## src/pkg/csf_pkg.sv

```systemverilog
/*
 * Shared constants and types for the CPU status flag block: register
 * address, bit positions, reset value, ALU operations, jump conditions.
 * Assumes one CPU clock domain and an 8-bit register file address.
 */
package csf_pkg;

    // Register file address of the status register
    localparam logic [7:0] CSF_STATUS_ADDR = 8'hd5;

    // Bit positions inside the status register
    localparam int CSF_BIT_C   = 7;
    localparam int CSF_BIT_Z   = 6;
    localparam int CSF_BIT_S   = 5;
    localparam int CSF_BIT_V   = 4;
    localparam int CSF_BIT_D   = 3;
    localparam int CSF_BIT_H   = 2;
    localparam int CSF_BIT_FIS = 1;
    localparam int CSF_BIT_PG  = 0;

    // Reset value; bits 7..2 are don't-care, cleared for determinism
    localparam logic [7:0] CSF_STATUS_RST = 8'h00;

    // Decimal adjust correction constants
    localparam logic [7:0] CSF_DA_LO  = 8'h06;
    localparam logic [7:0] CSF_DA_HI  = 8'h60;
    localparam logic [7:0] CSF_DA_MAX = 8'h99;
    localparam logic [3:0] CSF_NIB_MAX = 4'h9;

    // Operations that the sequencer hands to the flag logic
    typedef enum logic [4:0] {
        CSF_OP_NOP, CSF_OP_ADD, CSF_OP_ADC, CSF_OP_SUB, CSF_OP_SBC,
        CSF_OP_CP,  CSF_OP_AND, CSF_OP_OR,  CSF_OP_XOR, CSF_OP_TM,
        CSF_OP_RL,  CSF_OP_RLC, CSF_OP_RR,  CSF_OP_RRC, CSF_OP_SRA,
        CSF_OP_DA,  CSF_OP_SCF, CSF_OP_RCF, CSF_OP_CCF
    } csf_op_t;

    // Jump conditions; only carry, zero, sign and overflow are offered
    typedef enum logic [3:0] {
        CSF_CC_NEVER, CSF_CC_ALWAYS, CSF_CC_C,  CSF_CC_NC,
        CSF_CC_Z,     CSF_CC_NZ,     CSF_CC_MI, CSF_CC_PL,
        CSF_CC_OV,    CSF_CC_NOV
    } csf_cond_t;

endpackage

```

## src/pkg/csf_alu_if.sv

```systemverilog
/*
 * Carrier between the status register core and its flag calculator.
 * Assumes both ends sit in the same clock domain; the path is combinational.
 */
`timescale 1ns/1ps
interface csf_alu_if;
    import csf_pkg::*;

    csf_op_t    op;         // Operation in progress
    logic [7:0] opnd_a;     // Destination operand
    logic [7:0] opnd_b;     // Source operand
    logic [7:0] flags_in;   // Current status register
    logic [7:0] result;     // Computed result
    logic [7:0] flags_out;  // New flag values, bits 7..2 meaningful
    logic       upd;        // Operation changes any flag
    logic       res_wr;     // Result goes back to the destination

    modport core (output op, opnd_a, opnd_b, flags_in,
                  input  result, flags_out, upd, res_wr);
    modport alu  (input  op, opnd_a, opnd_b, flags_in,
                  output result, flags_out, upd, res_wr);
endinterface

```

## src/verilog/csf_status_flags.sv

```systemverilog
/*
 * CPU status flag register with its update logic: arithmetic flags,
 * decimal adjust state, fast interrupt status and register page select.
 * Assumes all inputs come from the CPU core on i_clk; no synchronisers.
 */
// Contract
// - Carry marks carry-out or borrow at bit 7
// - Shifts leave last bit shifted out in carry
// - Carry can be set, cleared, or inverted
// - Zero set when result equals zero
// - Sign copies result most significant bit
// - Overflow set on two's-complement range excess
// - Logic operations always clear overflow
// - AND updates zero, sign and overflow
// - Only carry, zero, sign, overflow are conditions
// - Decimal bit zero after add, one after subtract
// - Decimal bit never a branch condition
// - Half-carry marks carry or borrow at bit 3
// - Decimal adjust corrects using half-carry, decimal bit
// - Fast status set on entry, cleared on return
// - Fast status blocks interrupts, selects fast return
// - Page ops clear or set the page bit
// - Direct writes store the written value; the code leaves bit 1 (fast status) unchanged
`timescale 1ns/1ps
module csf_status_flags
    import csf_pkg::*;
(
    // Clock and reset
    input  wire logic       i_clk,
    input  wire logic       i_rst_n,
    // Operation request from the sequencer
    input  wire logic       i_op_valid,
    input  wire csf_op_t    i_op,
    input  wire logic [7:0] i_opnd_a,
    input  wire logic [7:0] i_opnd_b,
    // Operation result
    output logic [7:0]      o_result,
    output logic            o_result_wr,
    // Register file access
    input  wire logic [7:0] i_reg_addr,
    input  wire logic       i_reg_wr,
    input  wire logic       i_reg_rd,
    input  wire logic [7:0] i_reg_wdata,
    output logic [7:0]      o_reg_rdata,
    // Interrupt and page control
    input  wire logic       i_fast_int_start,
    input  wire logic       i_int_return,
    input  wire logic       i_sel_page0,
    input  wire logic       i_sel_page1,
    output logic            o_int_block,
    output logic            o_fast_return,
    output logic            o_page_sel,
    // Jump condition test
    input  wire csf_cond_t  i_cond,
    output logic            o_cond_true,
    // Whole register for observation
    output logic [7:0]      o_flags
);

    csf_alu_if alu_link ();          // Link to the flag calculator

    logic [7:2] arith_q;             // Carry, zero, sign, overflow, decimal, half
    logic       fis_q;               // Fast interrupt status
    logic       page_q;              // Register page select
    logic [7:0] result_q;            // Registered result
    logic       result_wr_q;         // Registered result write strobe
    logic [7:0] rdata_q;             // Registered read data
    logic       fast_ret_q;          // Fast return request pulse
    logic       addr_hit;            // Access targets the status register
    logic       op_upd;              // Live operation that changes flags
    logic       dir_wr;              // Direct write that is allowed to land
    logic [7:0] flags;               // Assembled status register

    // Assemble the register from its three owners
    assign flags    = {arith_q, fis_q, page_q};
    assign addr_hit = (i_reg_addr == CSF_STATUS_ADDR);
    assign op_upd   = i_op_valid && alu_link.upd;

    // A flag-changing operation in the same cycle wins over a direct write;
    // software is expected not to make them collide at all.
    assign dir_wr   = i_reg_wr && addr_hit && !op_upd;

    // Drive the calculator
    assign alu_link.op       = i_op_valid ? i_op : CSF_OP_NOP;
    assign alu_link.opnd_a   = i_opnd_a;
    assign alu_link.opnd_b   = i_opnd_b;
    assign alu_link.flags_in = flags;

    csf_alu u_alu (
        .alu (alu_link)
    );

    // Arithmetic flags: operation update first, then direct write
    always_ff @(posedge i_clk or negedge i_rst_n) begin
        if (!i_rst_n) begin
            arith_q <= CSF_STATUS_RST[7:2];
        end else if (op_upd) begin
            arith_q <= alu_link.flags_out[7:2];
        end else if (dir_wr) begin
            arith_q <= i_reg_wdata[7:2];
        end
    end

    // Fast interrupt status; entry beats return, writes never touch it
    always_ff @(posedge i_clk or negedge i_rst_n) begin
        if (!i_rst_n) begin
            fis_q <= CSF_STATUS_RST[CSF_BIT_FIS];
        end else if (i_fast_int_start) begin
            fis_q <= 1'b1;
        end else if (i_int_return) begin
            fis_q <= 1'b0;
        end
    end

    // Fast return is requested only when a return meets a set status
    always_ff @(posedge i_clk or negedge i_rst_n) begin
        if (!i_rst_n) begin
            fast_ret_q <= 1'b0;
        end else begin
            fast_ret_q <= i_int_return && fis_q;
        end
    end

    // Page select: dedicated ops beat a direct write
    always_ff @(posedge i_clk or negedge i_rst_n) begin
        if (!i_rst_n) begin
            page_q <= CSF_STATUS_RST[CSF_BIT_PG];
        end else if (i_sel_page1) begin
            page_q <= 1'b1;
        end else if (i_sel_page0) begin
            page_q <= 1'b0;
        end else if (dir_wr) begin
            page_q <= i_reg_wdata[CSF_BIT_PG];
        end
    end

    // Result register toward the register file
    always_ff @(posedge i_clk or negedge i_rst_n) begin
        if (!i_rst_n) begin
            result_q    <= 8'h00;
            result_wr_q <= 1'b0;
        end else begin
            result_q    <= alu_link.result;
            result_wr_q <= i_op_valid && alu_link.res_wr;
        end
    end

    // Read port: one cycle latency, zero when another address is read
    always_ff @(posedge i_clk or negedge i_rst_n) begin
        if (!i_rst_n) begin
            rdata_q <= 8'h00;
        end else if (i_reg_rd) begin
            rdata_q <= addr_hit ? flags : 8'h00;
        end
    end

    // Condition test looks only at bits 7..4; the decimal bit is not reachable
    always_comb begin
        case (i_cond)
            CSF_CC_NEVER:  o_cond_true = 1'b0;
            CSF_CC_ALWAYS: o_cond_true = 1'b1;
            CSF_CC_C:      o_cond_true = arith_q[CSF_BIT_C];
            CSF_CC_NC:     o_cond_true = !arith_q[CSF_BIT_C];
            CSF_CC_Z:      o_cond_true = arith_q[CSF_BIT_Z];
            CSF_CC_NZ:     o_cond_true = !arith_q[CSF_BIT_Z];
            CSF_CC_MI:     o_cond_true = arith_q[CSF_BIT_S];
            CSF_CC_PL:     o_cond_true = !arith_q[CSF_BIT_S];
            CSF_CC_OV:     o_cond_true = arith_q[CSF_BIT_V];
            CSF_CC_NOV:    o_cond_true = !arith_q[CSF_BIT_V];
            default:       o_cond_true = 1'b0;
        endcase
    end

    // Outputs
    assign o_result      = result_q;
    assign o_result_wr   = result_wr_q;
    assign o_reg_rdata   = rdata_q;
    assign o_int_block   = fis_q;
    assign o_fast_return = fast_ret_q;
    assign o_page_sel    = page_q;
    assign o_flags       = flags;

    // Reference sums for checking carry and half-carry after add
    logic [8:0] chk_sum;
    logic [4:0] chk_half;
    assign chk_sum  = {1'b0, i_opnd_a} + {1'b0, i_opnd_b};
    assign chk_half = {1'b0, i_opnd_a[3:0]} + {1'b0, i_opnd_b[3:0]};

    carry_add_a: assert property (@(posedge i_clk) disable iff (!i_rst_n)
        i_op_valid && i_op == CSF_OP_ADD |=> arith_q[CSF_BIT_C] == $past(chk_sum[8]))
        else $error("carry after add wrong");

    borrow_sub_a: assert property (@(posedge i_clk) disable iff (!i_rst_n)
        i_op_valid && i_op == CSF_OP_SUB |=> arith_q[CSF_BIT_C] == ($past(i_opnd_a) < $past(i_opnd_b)))
        else $error("borrow after subtract wrong");

    shift_carry_a: assert property (@(posedge i_clk) disable iff (!i_rst_n)
        i_op_valid && (i_op == CSF_OP_RR || i_op == CSF_OP_SRA)
        |=> arith_q[CSF_BIT_C] == $past(i_opnd_a[0]))
        else $error("shift carry not last bit out");

    carry_force_a: assert property (@(posedge i_clk) disable iff (!i_rst_n)
        i_op_valid && i_op == CSF_OP_CCF
        |=> arith_q[CSF_BIT_C] != $past(arith_q[CSF_BIT_C]) && $stable(arith_q[6:2]))
        else $error("carry complement disturbed flags");

    zero_sign_a: assert property (@(posedge i_clk) disable iff (!i_rst_n)
        i_op_valid && (i_op == CSF_OP_ADD || i_op == CSF_OP_XOR || i_op == CSF_OP_RL)
        |=> arith_q[CSF_BIT_Z] == (o_result == 8'h00) && arith_q[CSF_BIT_S] == o_result[7])
        else $error("zero or sign disagrees with result");

    add_ovf_a: assert property (@(posedge i_clk) disable iff (!i_rst_n)
        i_op_valid && i_op == CSF_OP_ADD && i_opnd_a == 8'h7f && i_opnd_b == 8'h01
        |=> arith_q[CSF_BIT_V])
        else $error("overflow missing past positive limit");

    logic_ovf_a: assert property (@(posedge i_clk) disable iff (!i_rst_n)
        i_op_valid && (i_op == CSF_OP_AND || i_op == CSF_OP_OR || i_op == CSF_OP_XOR)
        |=> !arith_q[CSF_BIT_V])
        else $error("logic op left overflow set");

    dec_bit_a: assert property (@(posedge i_clk) disable iff (!i_rst_n)
        i_op_valid && (i_op == CSF_OP_ADD || i_op == CSF_OP_SUB)
        |=> arith_q[CSF_BIT_D] == ($past(i_op) == CSF_OP_SUB))
        else $error("decimal bit wrong after add or subtract");

    half_carry_a: assert property (@(posedge i_clk) disable iff (!i_rst_n)
        i_op_valid && i_op == CSF_OP_ADD |=> arith_q[CSF_BIT_H] == $past(chk_half[4]))
        else $error("half carry wrong after add");

    fis_seq_a: assert property (@(posedge i_clk) disable iff (!i_rst_n)
        i_fast_int_start || (i_int_return && o_int_block) |=> o_int_block == $past(i_fast_int_start))
        else $error("fast status not set on entry or cleared on return");

    fast_ret_a: assert property (@(posedge i_clk) disable iff (!i_rst_n)
        i_int_return |=> o_fast_return == $past(fis_q))
        else $error("fast return not tied to status");

    page_sel_a: assert property (@(posedge i_clk) disable iff (!i_rst_n)
        i_sel_page0 && !i_sel_page1 |=> !o_page_sel)
        else $error("page zero op did not clear page bit");

    direct_wr_a: assert property (@(posedge i_clk) disable iff (!i_rst_n)
        i_reg_wr && addr_hit && !i_op_valid && !i_fast_int_start && !i_int_return
        |=> arith_q == $past(i_reg_wdata[7:2]) && $stable(fis_q))
        else $error("direct write not stored or touched status");

    cond_src_a: assert property (@(posedge i_clk) disable iff (!i_rst_n)
        i_cond == CSF_CC_Z |-> o_cond_true == o_flags[CSF_BIT_Z])
        else $error("zero condition not taken from zero bit");

    cov_da_c: cover property (@(posedge i_clk) disable iff (!i_rst_n)
        i_op_valid && i_op == CSF_OP_ADD ##[1:2] i_op_valid && i_op == CSF_OP_DA);
    cov_fast_c: cover property (@(posedge i_clk) disable iff (!i_rst_n)
        i_fast_int_start ##[1:20] i_int_return);
    cov_write_c: cover property (@(posedge i_clk) disable iff (!i_rst_n)
        i_reg_wr && addr_hit ##1 i_reg_rd && addr_hit);

endmodule

```

## src/verilog/csf_alu.sv

```systemverilog
/*
 * Flag calculator: combinational result and flag values for one operation.
 * Assumes the core samples the outputs on the clock edge that ends the op.
 */
`timescale 1ns/1ps
module csf_alu
    import csf_pkg::*;
(
    // Link to the status register core
    csf_alu_if.alu alu
);

    // Add with carry in; returns {carry7, carry3, sum}
    function automatic logic [9:0] csf_add(input logic [7:0] a, input logic [7:0] b, input logic ci);
        logic [4:0] lo;
        logic [8:0] full;
        lo   = {1'b0, a[3:0]} + {1'b0, b[3:0]} + {4'h0, ci};
        full = {1'b0, a} + {1'b0, b} + {8'h00, ci};
        return {full[8], lo[4], full[7:0]};
    endfunction

    logic       sub;      // Subtract family, borrow sense
    logic [7:0] b_eff;    // Source, inverted for subtract
    logic       cin;      // Carry into bit 0
    logic [9:0] sum;      // Adder output
    logic [7:0] da_adj;   // Decimal adjust correction
    logic       da_c;     // Carry after decimal adjust
    logic       cf;       // Current carry

    // Adder set-up shared by add, subtract and compare
    always_comb begin
        cf    = alu.flags_in[CSF_BIT_C];
        sub   = (alu.op == CSF_OP_SUB) || (alu.op == CSF_OP_SBC) || (alu.op == CSF_OP_CP);
        b_eff = sub ? ~alu.opnd_b : alu.opnd_b;
        if (alu.op == CSF_OP_ADC) begin
            cin = cf;
        end else if (alu.op == CSF_OP_SBC) begin
            cin = ~cf;
        end else begin
            cin = sub;
        end
        sum = csf_add(alu.opnd_a, b_eff, cin);
    end

    // Decimal correction chosen by the D and H flags
    always_comb begin
        da_adj = 8'h00;
        da_c   = cf;
        if (!alu.flags_in[CSF_BIT_D]) begin
            // After an addition
            if (cf || (alu.opnd_a > CSF_DA_MAX)) begin
                da_adj = CSF_DA_HI;
                da_c   = 1'b1;
            end
            if (alu.flags_in[CSF_BIT_H] || (alu.opnd_a[3:0] > CSF_NIB_MAX)) begin
                da_adj = da_adj | CSF_DA_LO;
            end
        end else begin
            // After a subtraction the correction is subtracted
            if (cf) begin
                da_adj = CSF_DA_HI;
            end
            if (alu.flags_in[CSF_BIT_H]) begin
                da_adj = da_adj | CSF_DA_LO;
            end
        end
    end

    // Result and flags for each operation
    always_comb begin
        alu.result    = alu.opnd_a;
        alu.flags_out = alu.flags_in;
        alu.upd       = 1'b1;
        alu.res_wr    = 1'b1;
        case (alu.op)
            CSF_OP_ADD, CSF_OP_ADC, CSF_OP_SUB, CSF_OP_SBC, CSF_OP_CP: begin
                alu.result               = sum[7:0];
                alu.flags_out[CSF_BIT_C] = sum[9] ^ sub;
                alu.flags_out[CSF_BIT_H] = sum[8] ^ sub;
                alu.flags_out[CSF_BIT_V] = (alu.opnd_a[7] == b_eff[7]) && (sum[7] != alu.opnd_a[7]);
                alu.flags_out[CSF_BIT_D] = sub;
                alu.res_wr               = (alu.op != CSF_OP_CP);
            end
            CSF_OP_AND, CSF_OP_TM: begin
                alu.result               = alu.opnd_a & alu.opnd_b;
                alu.flags_out[CSF_BIT_V] = 1'b0;
                alu.res_wr               = (alu.op == CSF_OP_AND);
            end
            CSF_OP_OR: begin
                alu.result               = alu.opnd_a | alu.opnd_b;
                alu.flags_out[CSF_BIT_V] = 1'b0;
            end
            CSF_OP_XOR: begin
                alu.result               = alu.opnd_a ^ alu.opnd_b;
                alu.flags_out[CSF_BIT_V] = 1'b0;
            end
            CSF_OP_RL, CSF_OP_RLC: begin
                alu.result = {alu.opnd_a[6:0], (alu.op == CSF_OP_RL) ? alu.opnd_a[7] : cf};
                alu.flags_out[CSF_BIT_C] = alu.opnd_a[7];
                alu.flags_out[CSF_BIT_V] = alu.opnd_a[7] ^ alu.opnd_a[6];
            end
            CSF_OP_RR, CSF_OP_RRC, CSF_OP_SRA: begin
                alu.result = {(alu.op == CSF_OP_RR) ? alu.opnd_a[0] :
                              (alu.op == CSF_OP_RRC) ? cf : alu.opnd_a[7], alu.opnd_a[7:1]};
                alu.flags_out[CSF_BIT_C] = alu.opnd_a[0];
                alu.flags_out[CSF_BIT_V] = (alu.op == CSF_OP_SRA) ? 1'b0 : (alu.opnd_a[7] ^ alu.result[7]);
            end
            CSF_OP_DA: begin
                alu.result = alu.flags_in[CSF_BIT_D] ? (alu.opnd_a - da_adj) : (alu.opnd_a + da_adj);
                alu.flags_out[CSF_BIT_C] = da_c;
            end
            CSF_OP_SCF: begin
                alu.flags_out[CSF_BIT_C] = 1'b1;
                alu.res_wr               = 1'b0;
            end
            CSF_OP_RCF: begin
                alu.flags_out[CSF_BIT_C] = 1'b0;
                alu.res_wr               = 1'b0;
            end
            CSF_OP_CCF: begin
                alu.flags_out[CSF_BIT_C] = ~cf;
                alu.res_wr               = 1'b0;
            end
            default: begin
                // No operation leaves everything alone
                alu.upd    = 1'b0;
                alu.res_wr = 1'b0;
            end
        endcase
        // Zero and sign come from any result-producing operation
        if (alu.upd && (alu.op != CSF_OP_SCF) && (alu.op != CSF_OP_RCF) && (alu.op != CSF_OP_CCF)) begin
            alu.flags_out[CSF_BIT_Z] = (alu.result == 8'h00);
            alu.flags_out[CSF_BIT_S] = alu.result[7];
        end
    end

endmodule

```

## config.mk

```make
export PLATFORM = sky130hd
export DESIGN_NAME = csf_status_flags
export DESIGN_NICKNAME = d
export VERILOG_FILES = /design/src/pkg/csf_pkg.sv /design/src/pkg/csf_alu_if.sv /design/src/verilog/csf_status_flags.sv /design/src/verilog/csf_alu.sv
export SDC_FILE = /design/constraint.sdc
export NUM_CORES = 1
export LEC_CHECK = 0
export ABC_AREA = 1
export BUFFER_PORTS_ARGS = -buffer_cell sky130_fd_sc_hd__buf_2
export CORE_MARGIN = 3
export CORE_UTILIZATION = 34
export CTS_CLUSTER_SIZE = 14
export DETAILED_ROUTE_END_ITERATION = 10
export GPL_TIMING_DRIVEN = 0
export SLEW_MARGIN = 5
export SYNTH_ARGS = -nofsm -noshare
export SYNTH_HDL_FRONTEND = slang
export SYNTH_SLANG_ARGS = --single-unit
```

## constraint.sdc

```tcl
create_clock -name i_clk -period 5.4 [get_ports i_clk]
set_clock_uncertainty 0.1 [all_clocks]
set_input_delay 0 -clock i_clk [delete_from_list [all_inputs] [get_ports i_clk]]
set_output_delay 0 -clock i_clk [all_outputs]
set_load 0.02 [all_outputs]
```

# Word-level counts from Yosys, hierarchy flattened

Index checks and enable logic that the tools add are counted.

Bits of input ports: 50
Bits in registers: 26
Word-level logic and storage cells: 132
Output and inout port bits: 29

Equality and inequality tests: 40
Reduce and logical (&&, ||, !) cells: 33
Add/sub/neg operators: 6
Bitwise logic cells: 9
$lt $le $gt $ge: 2
Muxes and demuxes: 32

Operators with widths:

| operator                                                              | number |
|---|---|
| 8-bit one-hot mux with 7 select lines                                 | 1 |
| 5-bit by 4-bit equality test with 1-bit output, second input constant | 8 |
| 8-bit two-way mux                                                     | 3 |
| 7-bit two-way mux                                                     | 3 |
| 5-bit by 3-bit equality test with 1-bit output, second input constant | 4 |
| 18-bit OR reduction                                                   | 1 |
| 4-bit by 3-bit equality test with 1-bit output, second input constant | 4 |
| 5-bit equality test, second input constant                            | 3 |
| 5-bit != test, second input constant                                  | 3 |
| 1-bit two-way mux                                                     | 14 |
| 6-bit two-way mux                                                     | 2 |
| 5-bit by 2-bit equality test with 1-bit output, second input constant | 2 |
| 8-bit by 8-bit adder with 9-bit output                                | 1 |
| 9-bit by 1-bit adder with 9-bit output                                | 1 |
| 1-bit logical AND                                                     | 9 |
| 1-bit one-hot mux with 9 select lines                                 | 1 |
| 8-bit adder                                                           | 1 |
| 8-bit AND                                                             | 1 |
| 4-bit by 2-bit equality test with 1-bit output, second input constant | 2 |
| 4-bit equality test, second input constant                            | 2 |
| 8-bit equality test, second input constant                            | 1 |
| 8-bit > comparator, second input constant                             | 1 |
| 8-bit logical NOT                                                     | 1 |
| 8-bit by 1-bit != test with 1-bit output, second input constant       | 1 |
| other kinds (35)                                                      | 52 |

# Depth between registers and ports, before layout

Word-level depth: 11
Mapped depth: 23
Gate-level depth less buffers: 23

# Hierarchy

Synthesis repeated with hierarchy kept, for this count alone.

Cells, all modules: 538
Area total of the unflattened synthesis: 3412.0 um2

By module, submodules not included:

| module           | seq. area each (um2) | area each (um2) | instances | cells an instance |
|---|---|---|---|---|
| csf_alu          | 0.0                  | 2202.1          | 1         | 391 |
| csf_status_flags | 650.6                | 1209.9          | 1         | 147 |

# Worst setup path after synthesis

Ideal clock, no wire load.

Kind: input port to flip-flop
Start: in i_op_valid
End: reg arith_q[6] in the netlist's numbering
Stages on the path: 21
Arrival: 2699 ps
Path buffers: 1
Required time: 5223 ps
Library setup time: 77 ps
Path slack: 2523 ps
Path through: buf_6 > nand2_4 > nor2_4 > inv_2 > nor2_1 > a21oi_2 > nand2_4 > xor2_1 > fa_1 > fa_1 > nand3_1 > nand3_1 > xnor2_1 > inv_1 > nand2_1 > nand3_1 > nor2_1 > nand2_1 > nor2_1 > nand3_1 > a21oi_1

Cells in the longest elaborated chain, start to end: 11

Ends and longest elaborated chain:

| what                                                                                                                    | line                                        | text |
|---|---|---|
| start, declared                                                                                                         | csf_status_flags.sv:32                      | `input wire logic i_op_valid,` |
| 5-bit two-way mux                                                                                                       | csf_status_flags.sv:84                      | `assign alu_link.op = i_op_valid ? i_op : CSF_OP_NOP;` |
| 5-bit by 2-bit equality test with 1-bit output / 5-bit by 3-bit equality test with 1-bit output (equally long branches) | csf_alu.sv:33, csf_alu.sv:75, csf_alu.sv:37 |  |
| 1-bit logical OR (2 in a row)                                                                                           | csf_alu.sv:33                               | `sub = (alu.op == CSF_OP_SUB) \|\| (alu.op == CSF_OP_SBC) \|\| (alu.op == CSF_OP_CP);` |
| 8-bit two-way mux / 1-bit two-way mux (equally long branches)                                                           | csf_alu.sv:34, csf_alu.sv:37                |  |
| 8-bit by 8-bit adder with 9-bit output / 1-bit two-way mux (equally long branches)                                      | csf_alu.sv:18, csf_alu.sv:35                |  |
| 9-bit by 1-bit adder with 9-bit output                                                                                  | csf_alu.sv:18                               | `full = {1'b0, a} + {1'b0, b} + {8'h00, ci};` |
| 8-bit one-hot mux with 7 select lines                                                                                   | csf_alu.sv:75                               | `case (alu.op)` |
| 8-bit logical NOT                                                                                                       | csf_alu.sv:132                              | `alu.flags_out[CSF_BIT_Z] = (alu.result == 8'h00);` |
| 2-bit two-way mux                                                                                                       | csf_alu.sv:131                              | `if (alu.upd && (alu.op != CSF_OP_SCF) && (alu.op != CSF_OP_RCF) && (alu.op != CSF_OP_CCF)) begin` |
| 6-bit two-way mux                                                                                                       | csf_status_flags.sv:97                      | `end else if (op_upd) begin` |
| end signal, assigned                                                                                                    | csf_status_flags.sv:96                      | `arith_q <= CSF_STATUS_RST[7:2];` |
| end signal, assigned                                                                                                    | csf_status_flags.sv:98                      | `arith_q <= alu_link.flags_out[7:2];` |
| end signal, assigned                                                                                                    | csf_status_flags.sv:100                     | `arith_q <= i_reg_wdata[7:2];` |
| end, declared                                                                                                           | csf_status_flags.sv:62                      | `logic [7:2] arith_q;` |

Several ways; a longest one is shown, not always the timed one. The select of a mux whose other input is x is not followed.
A chain may end at the register's enable or synchronous reset.

# Worst setup path after layout

Start: in i_opnd_a[6]
End: reg arith_q[6] in the netlist's numbering

Cells in the longest elaborated chain, start to end: 10

Ends and longest elaborated chain:

| what                                                   | line                   | text |
|---|---|---|
| start, declared                                        | csf_status_flags.sv:34 | `input wire logic [7:0] i_opnd_a,` |
| 8-bit > comparator                                     | csf_alu.sv:51          | `if (cf \|\| (alu.opnd_a > CSF_DA_MAX)) begin` |
| 1-bit logical OR                                       | csf_alu.sv:51          |  |
| 7-bit two-way mux                                      | csf_alu.sv:51          |  |
| 7-bit two-way mux                                      | csf_alu.sv:49          | `if (!alu.flags_in[CSF_BIT_D]) begin` |
| 8-bit adder / 8-bit subtractor (equally long branches) | csf_alu.sv:109         | `alu.result = alu.flags_in[CSF_BIT_D] ? (alu.opnd_a - da_adj) : (alu.opnd_a + da_adj);` |
| 8-bit two-way mux                                      | csf_alu.sv:109         |  |
| 8-bit one-hot mux with 7 select lines *                | csf_alu.sv:75          |  |
| 8-bit logical NOT *                                    | csf_alu.sv:132         |  |
| 2-bit two-way mux *                                    | csf_alu.sv:131         |  |
| 6-bit two-way mux *                                    | csf_status_flags.sv:97 |  |

Mark *: on every way between the ends. The rest lies on a longest branch, timed or not. The select of a mux whose other input is x is not followed.

==> flow_summary.toml <==
[clock_tree]
post_cts.repair.setup_buffers = 0
cts_root_buffer = "clkbuf_8"
clockBufferDepth = 2
worstSkewPairLatency_ns = 0.26
post_cts_resized = 0
clk_pin_slew_worst_paths_ns = 0.08
cts_tree = "built"
clock_sinks = 26
htreeDepth = 1
numCtsBuffers = 3

[sta]
setup_viol = 0
finalHoldViolCount = 0
fmax_mhz = 290
rsz0062_at_grt = "no"
slew_violations = 0
whs_ns = 0.0261
min_period_ns = 3.44
setup_ws_ns = 1.96
period_share_pct = 63.8
tightest_slew_ns = 0.701
tns_ns = 0
slew_headroom_pct = 52.7

[global_routing]
grt_pass1_vias = 3324
antenna_found_initial = 0
grt_usage_pct = 17.1
grt_first_pass_wirelength_mm = 16.0
overflow = 0
grt_max_degree = 27

[synthesis]
synth-seq-cells = 26
syn-num-nets = 604
synth_top_area_share_pct = 19.4
yosys.area.top_type = "dfrtp_1"
synth_area_mm2 = 0.00336
synth_edf_count = 0
synth_ff_type = "dfrtp_1"
yosys_warnings = 0
yosysMostFrequentCell = "nand2_1"
synthDistinctLibCells = 44
synth_common_cells = "nand2_1 (118), inv_1 (88), nand3_1 (56)"
postSynthAreaPerCell_um2 = 6.49
synth_seq_area_share_pct = 19.4
synthArstFlopShare_pct = 100
synth_cells = 518
ys_top_cells_by_area = "dfrtp_1 (19%), nand2_1 (13%), ha_1 (13%)"

[floorplan]
start_util_pct = 35.7
num_rows = 35
pin_count = 79
die_area_mm2 = 0.0111
die_x_um = 105
core_area_mm2 = 0.00942
die_height_um = 105

[finish]
num-nets-final = 697
multiInputGateArea_mm2 = 0.00231
syn2layout_area_growth_pct = 21.3
fin_util_pct = 43.3
regArea_um2 = 651
antenna_cells = 0
fillers = 1003
drive_gt1_share_pct = 20.5
post_layout_nonfiller_instances = 739

[route]
drt_wl_total_mm = 9.69
vias = 3583
drc = 0
routedWlPerCell_um = 13.1
first_pass_iters = 5
drt_iter0_markers = 177
ant_nets = 0
vias_per_cell = 4.85

[setup_path]
crit_start = "i_opnd_a[6]"
crit_required_ns = 5.49
path_cells = "dlygate4sd3_1 -> buf_2 -> inv_1 -> ha_1 -> a21oi_1 -> nand2_1 -> o21ai_0 -> a21oi_1 -> a21oi_1 -> ha_1 -> nand2_1 -> nand2_1 -> ha_1 -> nand2_1 -> inv_1 -> a21oi_1 -> nand3_1 -> nand3_1 -> nand3_1 -> nor2_1 -> nand2_1 -> nor2_1 -> nand3_1 -> a21oi_1"
crit_fanout = 7
cp-endpoint = "arith_q[6]"
reg2reg_depth = 19
arrival_ns = 3.54
r2r-start = "arith_q[7]"
crit_path_top_delay_cell = "dlygate4sd3_1"
r2r_setup_slack_ns = 2.08
critPathKind = "input pin to register"
cp_slowest_stage_delay_ns = 0.53
cp-start-kind = "input pin"
r2r_end = "arith_q[6]"
endpoint_kind = "register"

[placed_design]
io_buffers = 76
placement.setup.worst_slack_ns = 1.91
placed_cells = 723
dp.final_hpwl_mm = 8.07
finalWeightedCongestion = 0.882

[power]
leakage_nw = 2.28
power_density_mw_per_mm2 = 210
ir_drop_uv = 85.4

[flow_run]
cap_violations = 0

[status]
status = "finished, final reports clean"

[hold_path]
holdCritPathClass = "input pin to register"
-- sequential cells by signal, indices dropped and copies added (netlist names) --
name / flops
o_page_sel: 1
arith_q: 6
o_fast_return: 1
o_result_wr: 1
o_reg_rdata: 8
o_int_block: 1
o_result: 8
-- cells in the final DEF (no fill, tap or decap), drive strengths merged, types with 2 or more instances in the layout --
cell type / Yosys / layout
fa: 2 / 2
nor2: 66 / 66
inv: 94 / 94
nor3: 5 / 5
nand3b: 5 / 5
xor2: 13 / 13
nand4: 12 / 12
dlygate4sd3: 0 / 12
xnor2: 5 / 5
nand3: 59 / 59
a21oi: 17 / 17
a31oi: 2 / 2
or2: 2 / 2
buf: 3 / 79
ha: 34 / 34
o211ai: 5 / 5
clkbuf: 4 / 8
o21ai: 26 / 26
dfrtp: 26 / 26
nand2: 129 / 129
-- power by group --
group	switching (mW)	leakage (nW)	internal, mW
clock	0.0548	0.0288	0.0650
combinational	0.319	1.92	0.178
sequential	0.0184	0.330	0.220
total	0.392	2.28	0.463
-- cells by family (layout without fill, tap and decap cells) --
logic type	Yosys count	count (layout)	synth area share, %
AO/OA/AOI/OAI	57	57	10.3
XOR/XNOR	18	18	4.69
adder cells (fa/ha/maj)	36	36	13.8
buffers and inverters	102	194	11.8
flip-flops	26	26	19.4
AND/OR/NAND/NOR	279	279	40.0
-- metal layers --
layer  track usage (%)  routed length (um)
met2              28.0                4250
met3              1.59                 665
met5                 0                   0
met1              24.6                4640
met4              3.37                 142
-- metrics by stage --
stage / cell area [um2] / total power, mW
final: 4080 / 0.855
after global routing: 4080 / 0.935
after CTS: 4080 / 0.858
after detailed placement: 3900 / 0.729
after global placement: 3900 / 0.722
after floorplan: 3360 / 0.587
-- critical path: cells and delay by family --
kind / cells / cell delay (ns)
buffers and inverters: 4 / 0.87
AO/OA/AOI/OAI: 6 / 0.87
AND/OR/NAND/NOR: 11 / 0.96
adder cells (fa/ha/maj): 3 / 0.83
-- final cells by class --
| class | count | share of cell area [%] |
|---|---|---|
| tap | 129 | 3.96 |
| sequential | 26 | 16.0 |
| clock buffer | 4 | 1.35 |
| inverter | 95 | 8.74 |
| multi-input combinational | 390 | 56.7 |
| buffer | 7 | 1.01 |
| timing repair buffer | 88 | 12.3 |
-- worst min-delay path by stage --
stage | cells after the start | from | to
after global placement | 1 | i_rst_n | o_result[1]
after floorplan | 0 | i_rst_n | arith_q[2]
final | 3 | i_opnd_a[7] | o_result[7]
after global routing | 5 | i_reg_wdata[6] | arith_q[6]
after CTS | 3 | i_opnd_a[7] | o_result[7]
after detailed placement | 1 | i_rst_n | o_result[1]
-- timing repair --
action / in CTS / in global routing
hold buffers: 12 / 0
endpoints found under the setup margin: 0 / 0
endpoints found under the hold margin: 41 / 0
Note: power is estimated with default switching activity, not from simulation.
